<file path="src/include/ijcr_pkg.sv">
/*
 * ijcr_pkg: constants shared by the jumperless-setting and soft-reset
 * register logic of the lan controller.
 * assumes: 8-bit isa data bus and a 5-bit system address sa[4:0].
 */
package ijcr_pkg;
    localparam int          ADDR_W = 5;
    localparam int          DATA_W = 8;

    // system address decode, sa[4:0]
    localparam logic [4:0]  IO_BASE_UPDATE_ADDR     = 5'h12;
    localparam logic [4:0]  JUMPERLESS_SETTING_ADDR = 5'h13;
    localparam logic [1:0]  SOFT_RESET_PREFIX       = 2'h3;
    localparam int          SOFT_RESET_PREFIX_LSB   = 3;

    // jumperless setting field layout
    localparam int          IRQ_SEL_MSB = 7;
    localparam int          IRQ_SEL_LSB = 6;
    localparam int          IO_SEL_MSB  = 2;
    localparam int          IO_SEL_LSB  = 0;

    localparam logic [1:0]  IRQ_SEL_RESET = 2'h0;
    localparam logic [2:0]  IO_SEL_RESET  = 3'h0;
    localparam logic [2:0]  IO_SEL_STEP   = 3'h1;
    localparam logic [7:0]  READ_FILL     = 8'h00;

    // system interface mode pins
    typedef enum logic [1:0]
    {
        IJCR_MODE_PCCARD  = 2'b00,
        IJCR_MODE_ISA     = 2'b01,
        IJCR_MODE_GENERAL = 2'b10
    } ijcr_mode_t;

    // count loaded by a soft reset write; the reset to the internal blocks lasts one cycle more
    localparam int          SOFT_RESET_CYCLES = 4;
    localparam int          SOFT_RESET_CNT_W  = 3;
endpackage

</file>
<file path="src/hw/ijcr_reset_pulse.sv">
/*
 * ijcr_reset_pulse: stretches a one-cycle trigger into a fixed-length
 * active-high reset for the internal blocks.
 * assumes: trigger is synchronous to clk_sys_in.
 */
`timescale 1ns/1ps
module ijcr_reset_pulse #(
    parameter int CYCLES = ijcr_pkg::SOFT_RESET_CYCLES
)
(
    // clock and reset
    input  wire logic clk_sys_in,
    input  wire logic rstn_in,
    // trigger and stretched reset
    input  wire logic trigger_in,
    output logic      reset_out
);
    logic [ijcr_pkg::SOFT_RESET_CNT_W-1:0] count_q;

    always_ff @(posedge clk_sys_in)
    begin
        if (!rstn_in)
            count_q <= '0;
        else if (trigger_in)
            count_q <= ijcr_pkg::SOFT_RESET_CNT_W'(CYCLES);
        else if (count_q != '0)
            count_q <= count_q - 1'b1;
    end

    always_ff @(posedge clk_sys_in)
    begin
        if (!rstn_in)
            reset_out <= 1'b0;
        else
            reset_out <= trigger_in || (count_q != '0);
    end
endmodule

</file>
<file path="src/hw/ijcr_top.sv">
/*
 * ijcr_top: isa jumperless setting register, io base update register
 * and the eight soft reset ports of the lan controller.
 * assumes: isa strobes are one-cycle pulses synchronous to clk_sys_in;
 * power-on values of the irq and io window selections are presented
 * on cfg inputs and captured after reset release when jumperless_in is set.
 */
`timescale 1ns/1ps
module ijcr_top
(
    // clock and reset
    input  wire logic                           clk_sys_in,
    input  wire logic                           rstn_in,
    // mode straps
    input  wire logic [1:0]                     mode_in,
    input  wire logic                           jumperless_in,
    input  wire logic [1:0]                     irq_cfg_in,
    input  wire logic [2:0]                     io_cfg_in,
    // isa register access
    input  wire logic [ijcr_pkg::ADDR_W-1:0]    sa_in,
    input  wire logic                           io_rd_in,
    input  wire logic                           io_wr_in,
    input  wire logic [ijcr_pkg::DATA_W-1:0]    sd_in,
    output logic      [ijcr_pkg::DATA_W-1:0]    sd_out,
    output logic                                sd_oe_out,
    // selections and internal reset
    output logic      [1:0]                     irq_channel_out,
    output logic      [2:0]                     io_window_out,
    output logic                                soft_reset_out,
    output logic                                soft_reset_pulse_out
);
    logic       is_isa;
    logic       sel_update;
    logic       sel_setting;
    logic       sel_reset;
    logic       cfg_loaded_q;
    logic [1:0] irq_channel_sel_q;
    logic [2:0] io_window_sel_q;
    logic       trigger;
    logic       stretched;

    function automatic logic addr_is(input logic [4:0] a,
                                     input logic [4:0] b);
        addr_is = (a == b);
    endfunction

    assign is_isa      = (mode_in == ijcr_pkg::IJCR_MODE_ISA);
    assign sel_update  = addr_is(sa_in, ijcr_pkg::IO_BASE_UPDATE_ADDR);
    assign sel_setting = addr_is(sa_in, ijcr_pkg::JUMPERLESS_SETTING_ADDR);
    assign sel_reset   = sa_in[ijcr_pkg::ADDR_W-1:
                               ijcr_pkg::SOFT_RESET_PREFIX_LSB]
                         == ijcr_pkg::SOFT_RESET_PREFIX;

    // any data, any of eight addresses, isa mode only
    assign trigger = io_wr_in && sel_reset && is_isa;

    // strap capture once after reset release when jumperless_in is set; power-on fields are zero
    always_ff @(posedge clk_sys_in)
    begin
        if (!rstn_in)
            cfg_loaded_q <= 1'b0;
        else
            cfg_loaded_q <= 1'b1;
    end

    // irq field: only power-on reset clears it, soft reset keeps it
    always_ff @(posedge clk_sys_in)
    begin
        if (!rstn_in)
            irq_channel_sel_q <= ijcr_pkg::IRQ_SEL_RESET;
        else if (!cfg_loaded_q && jumperless_in)
            irq_channel_sel_q <= irq_cfg_in;
    end

    // io field: strap load, then advance on each update read in isa mode with jumperless_in set
    always_ff @(posedge clk_sys_in)
    begin
        if (!rstn_in)
            io_window_sel_q <= ijcr_pkg::IO_SEL_RESET;
        else if (!cfg_loaded_q && jumperless_in)
            io_window_sel_q <= io_cfg_in;
        else if (io_rd_in && sel_update && is_isa && jumperless_in)
            io_window_sel_q <= io_window_sel_q + ijcr_pkg::IO_SEL_STEP;
    end

    // read data; writes to the setting register change nothing
    always_ff @(posedge clk_sys_in)
    begin
        if (!rstn_in)
        begin
            sd_out    <= ijcr_pkg::READ_FILL;
            sd_oe_out <= 1'b0;
        end
        else
        begin
            sd_out    <= ijcr_pkg::READ_FILL;
            sd_oe_out <= io_rd_in && is_isa && (sel_setting || sel_update);
            if (sel_setting && jumperless_in)
            begin
                sd_out[ijcr_pkg::IRQ_SEL_MSB:ijcr_pkg::IRQ_SEL_LSB]
                    <= irq_channel_sel_q;
                sd_out[ijcr_pkg::IO_SEL_MSB:ijcr_pkg::IO_SEL_LSB]
                    <= io_window_sel_q;
            end
        end
    end

    always_ff @(posedge clk_sys_in)
    begin
        if (!rstn_in)
        begin
            irq_channel_out <= ijcr_pkg::IRQ_SEL_RESET;
            io_window_out   <= ijcr_pkg::IO_SEL_RESET;
        end
        else
        begin
            irq_channel_out <= irq_channel_sel_q;
            io_window_out   <= io_window_sel_q;
        end
    end

    ijcr_reset_pulse #(
        .CYCLES     (ijcr_pkg::SOFT_RESET_CYCLES)
    ) u_pulse (
        .clk_sys_in (clk_sys_in),
        .rstn_in    (rstn_in),
        .trigger_in (trigger),
        .reset_out  (stretched)
    );

    // stretched reset to buffer, link, codec, transceiver, registers
    always_ff @(posedge clk_sys_in)
    begin
        if (!rstn_in)
        begin
            soft_reset_out       <= 1'b0;
            soft_reset_pulse_out <= 1'b0;
        end
        else
        begin
            soft_reset_out       <= stretched;
            soft_reset_pulse_out <= trigger;
        end
    end
endmodule

</file>
<file path="config.mk">
export PLATFORM = sky130hd
export DESIGN_NAME = ijcr_top
export DESIGN_NICKNAME = d
export VERILOG_FILES = /design/src/include/ijcr_pkg.sv /design/src/hw/ijcr_reset_pulse.sv /design/src/hw/ijcr_top.sv
export SDC_FILE = /design/constraint.sdc
export NUM_CORES = 1
export LEC_CHECK = 0
export ABC_AREA = 1
export BUFFER_PORTS_ARGS = -buffer_cell sky130_fd_sc_hd__buf_2
export CAP_MARGIN = 15
export CORE_MARGIN = 1.5
export CORE_UTILIZATION = 45
export DETAILED_ROUTE_END_ITERATION = 7
export PLACE_DENSITY = 0.8
export SETUP_SLACK_MARGIN = 0.4
export SYNTH_ARGS = -nofsm -noshare
export SYNTH_HDL_FRONTEND = slang
export SYNTH_SLANG_ARGS = --single-unit
</file>
<file path="constraint.sdc">
create_clock -name clk_sys_in -period 1.6 [get_ports clk_sys_in]
set_input_delay 0.16 -clock clk_sys_in [delete_from_list [all_inputs] [get_ports clk_sys_in]]
set_output_delay 0.16 -clock clk_sys_in [all_outputs]
set_load 0.03 [all_outputs]
</file>
==> summary.txt <==
Outcome
  • Status: finished clean

Setup path
  • Critical path depth: 6
  • Critical R2R Launch: u_pulse.count_q[0]$_SDFFE_PP0P_
  • Largest delay share family, worst path: flip-flops
  • Cell chain of the critical path: inv_1 > ha_4 > inv_1 > ha_2 > o211ai_1 > nand2_1
  • Max Fanout on Critical Path: 2
  • R2R setup slack: just under 0.5 ns
  • CP max stage cell: dfxtp_2
  • Most frequent CP cell: inv_1
  • CP peak stage delay: 0.35 ns
  • R2R depth: 6
  • WP data arrival: 1.33 ns
  • Critical path type: register to register
  • CP endpoint kind: register
  • Reg2reg end: u_pulse.count_q[2]$_SDFFE_PN0P_
  • Critical Path RT: 1.82 ns
  • Worst path bufs/invs: 2
  • CP startpoint kind: register

Clock network
  • Clock root buffer: clkbuf_4
  • CTS HTree Levels: 1
  • CTS clk-pin slew, worst paths: 0.13 ns
  • Hold_buf cts: 0
  • Clk buf depth: 2
  • CTS Sinks: 23
  • Clk Latency, worst-skew pair: 0.31 ns
  • TritonCTS Buffers: 3
  • CTS tree: done

Detailed routing
  • Drt pass-1 iters: 4
  • Vias per cell: 4.44
  • Routed WL: 1660 um
  • # DRC: 0
  • Post-DRT Antenna Nets: 0
  • Vias: roughly 800
  • Iteration-0 DRC Markers: 9
  • Routed WL per cell: 9.46 um

Die
  • Chip height: roughly 48 um
  • Io pins: about 40
  • Initial cell density of the core: 47.6%
  • Core area: just under 2000 um^2
  • Die Wd: between 40 and 50 um
  • Cell Rows: 16
  • Die area: 2330 um^2

Yosys
  • Synth Area per Inst: 7.83 um^2
  • Synth area leader: dfxtp_1
  • Warnings, synthesis: 0
  • Syn Inst Count: between 100 and 150
  • Synth cell count leaders: nand2_1 (24), dfxtp_1 (23), inv_1 (22)
  • Cell Area, Synth: 923 um^2
  • Post-synthesis register bit count: 23
  • Synth top area cells: dfxtp_1 (50%), nand2_1 (9.8%), inv_1 (8.9%), nor2_1 (6.1%), ha_1 (5.4%)
  • Most used flip-flop cell after synthesis: dfxtp_1
  • Number of synthesized flops with an enable pin: 0
  • Distinct cells, synth: 18
  • Seq/Total Area, Yosys: around 50%
  • Top-count cell post-synth: nand2_1
  • Ys async rst share: 0%
  • Yosys top cell area share: 49.9%

Timing
  • Max Slew Vio Count: 0
  • Setup_tns: 0 ns
  • Final Hold Fails: 0
  • Final setup viols: 0
  • Unrepaired setup endpoints after global routing: no
  • Min Tclk post-route: 1.11 ns
  • Fmax: 900 MHz
  • Final Cycle Share: 69.5%
  • Clk_skew: 0.00106 ns

Finish
  • Ant diodes: 0
  • Area of the multi-input gates: 370 um^2
  • Register area: 463 um^2
  • # nets final: approximately 180
  • Layout cells sized above 1: 29.7%
  • Fillers: 203
  • Fin cells: 175
  • Synthesis-to-finish area growth: 21.8%

Power
  • Psw: 427 uW
  • Clk pwr share: between 20% and 30%
  • Logic pwr share: 29.1%
  • Pwr dens: 1190 nW/um^2
  • Pleak: 0.639 nW
  • VDD IR max: 0.516 mV
  • Switching Fraction: 31.9%
  • Sequential Power Share: around half
  • Int Pwr: approximately 910 uW

Min path
  • Worst Hold Depth: 3
  • Hold Path Class: input pin to register
  • Hold_sp: irq_cfg_in[0]
  • Hold EP: irq_channel_sel_q[0]$_SDFFE_PN0P_

Place
  • GP Congestion: 0.745
  • Port Buffers: 29
  • DP HPWL: 1240 um
  • Placed insts: 171

GRT
  • Global-route wire length before repair: 2750 um
  • GRT Util Overall: 15.1%
  • Vias in the first global route: 705
  • Initial antenna violation count: 0
  • Overflow after GRT: 0
  • GR Layer Usage met1: 17.5%
  • Met2 Use GR: 25.9%
  • GR Util met3: 2.16%
  • Pin count of the biggest net entering global routing: 16
  • Global route hottest layer: met2

Run
  • Max Cap Viol: 0
-- worst max-delay path by stage --
stage                               startpoint                              end  slack (ns)
6_report       u_pulse.count_q[0]$_SDFFE_PP0P_  u_pulse.count_q[2]$_SDFFE_PN0P_        0.49
5_1_grt        u_pulse.count_q[0]$_SDFFE_PP0P_  u_pulse.count_q[2]$_SDFFE_PN0P_        0.43
4_1_cts        u_pulse.count_q[0]$_SDFFE_PP0P_  u_pulse.count_q[2]$_SDFFE_PN0P_        0.42
3_5_place_dp   u_pulse.count_q[0]$_SDFFE_PP0P_  u_pulse.count_q[2]$_SDFFE_PN0P_        0.35
3_3_place_gp   u_pulse.count_q[0]$_SDFFE_PP0P_  u_pulse.count_q[2]$_SDFFE_PN0P_        0.42
2_1_floorplan  u_pulse.count_q[0]$_SDFFE_PP0P_  u_pulse.count_q[2]$_SDFFE_PN0P_        0.46
-- cell usage in the layout, fill, tap and decap left out --
cell type    n
clkinvlp_4   1
o21ai_1      1
xor2_1       1
a21oi_1      4
dfxtp_1     21
dfxtp_2      2
nor2_1      15
nor4_1       1
nand2_2      3
nand3_1      7
nand2_1     24
nand4_1      1
nor2_2       2
ha_4         2
ha_2         1
clkbuf_4     3
inv_1       21
buf_2       29
o21ai_0      3
inv_2        1
o211ai_1     1
ha_1         1
conb_1       3
-- registers in the layout, indices dropped and copies added (netlist names) --
| name | count |
|---|---|
| soft_reset_pulse_out | 1 |
| u_pulse.reset_out | 1 |
| io_window_sel_q | 3 |
| io_window_out | 3 |
| sd_out | 5 |
| u_pulse.count_q | 3 |
| soft_reset_out | 1 |
| sd_oe_out | 1 |
| irq_channel_out | 2 |
| cfg_loaded_q | 1 |
| irq_channel_sel_q | 2 |
-- tightest hold or removal path, cell delays in order --
cell	delay (ns)
buf_2	0.08
o21ai_0	0.07
nor2_1	0.07
-- what timing repair did --
action                     CTS  global route
gates resized for setup      2             6
setup endpoints to repair    3             1
pin swaps                    0             3
buffers inserted             0             0
-- power groups by stage --
stage,logic [mW],registers (mW),clock network [mW]
after global placement,0.298,0.677,0
after detailed placement,0.322,0.682,0
final,0.390,0.675,0.272
after CTS,0.330,0.671,0.280
after floorplan,0.228,0.701,0
after global routing,0.438,0.685,0.299
-- layer usage --
metal  routed length (um)  part of all wire (%)  up-vias
met1                  732                    44      344
met3                   65                   3.9        5
met4                   40                   2.4        0
met5                    0                     0        -
li1                     -                     -      407
met2                  817                    49       21
-- kinds of logic (layout without fill, tap and decap cells) --
kind of cell             after synthesis  in the layout  share of synthesized area [%]
AO/OA/AOI/OAI                          9              9                           5.15
XOR/XNOR                               1              1                          0.949
adder cells (fa/ha/maj)                4              4                           5.42
buffers and inverters                 27             55                           13.8
flip-flops                            23             23                           49.9
other                                  1              3                          0.406
AND/OR/NAND/NOR                       53             53                           24.4
-- layout make-up --
class / instances / area share, %
clock buffers: 3 / 2.00
clock inverters: 1 / 0.667
inverters: 22 / 7.34
multi-input cells: 70 / 32.9
flip-flops and latches: 23 / 41.2
well taps: 27 / 3.00
repair buffers: 29 / 12.9
-- through the flow --
step                power [mW]  hold slack, ns  area (um^2)  setup WS [ns]  util [%]
global route              1.42           0.101         1120          0.431      57.9
finish                    1.34          0.0929         1120          0.489      57.9
floorplan                0.929           0.188          931          0.457         -
global placement         0.975           0.401         1060          0.423      54.8
CTS                       1.28          0.0834         1100          0.416      56.6
detailed placement        1.00           0.401         1060          0.348      54.8
No activity file was read; power rests on OpenSTA's default activity.
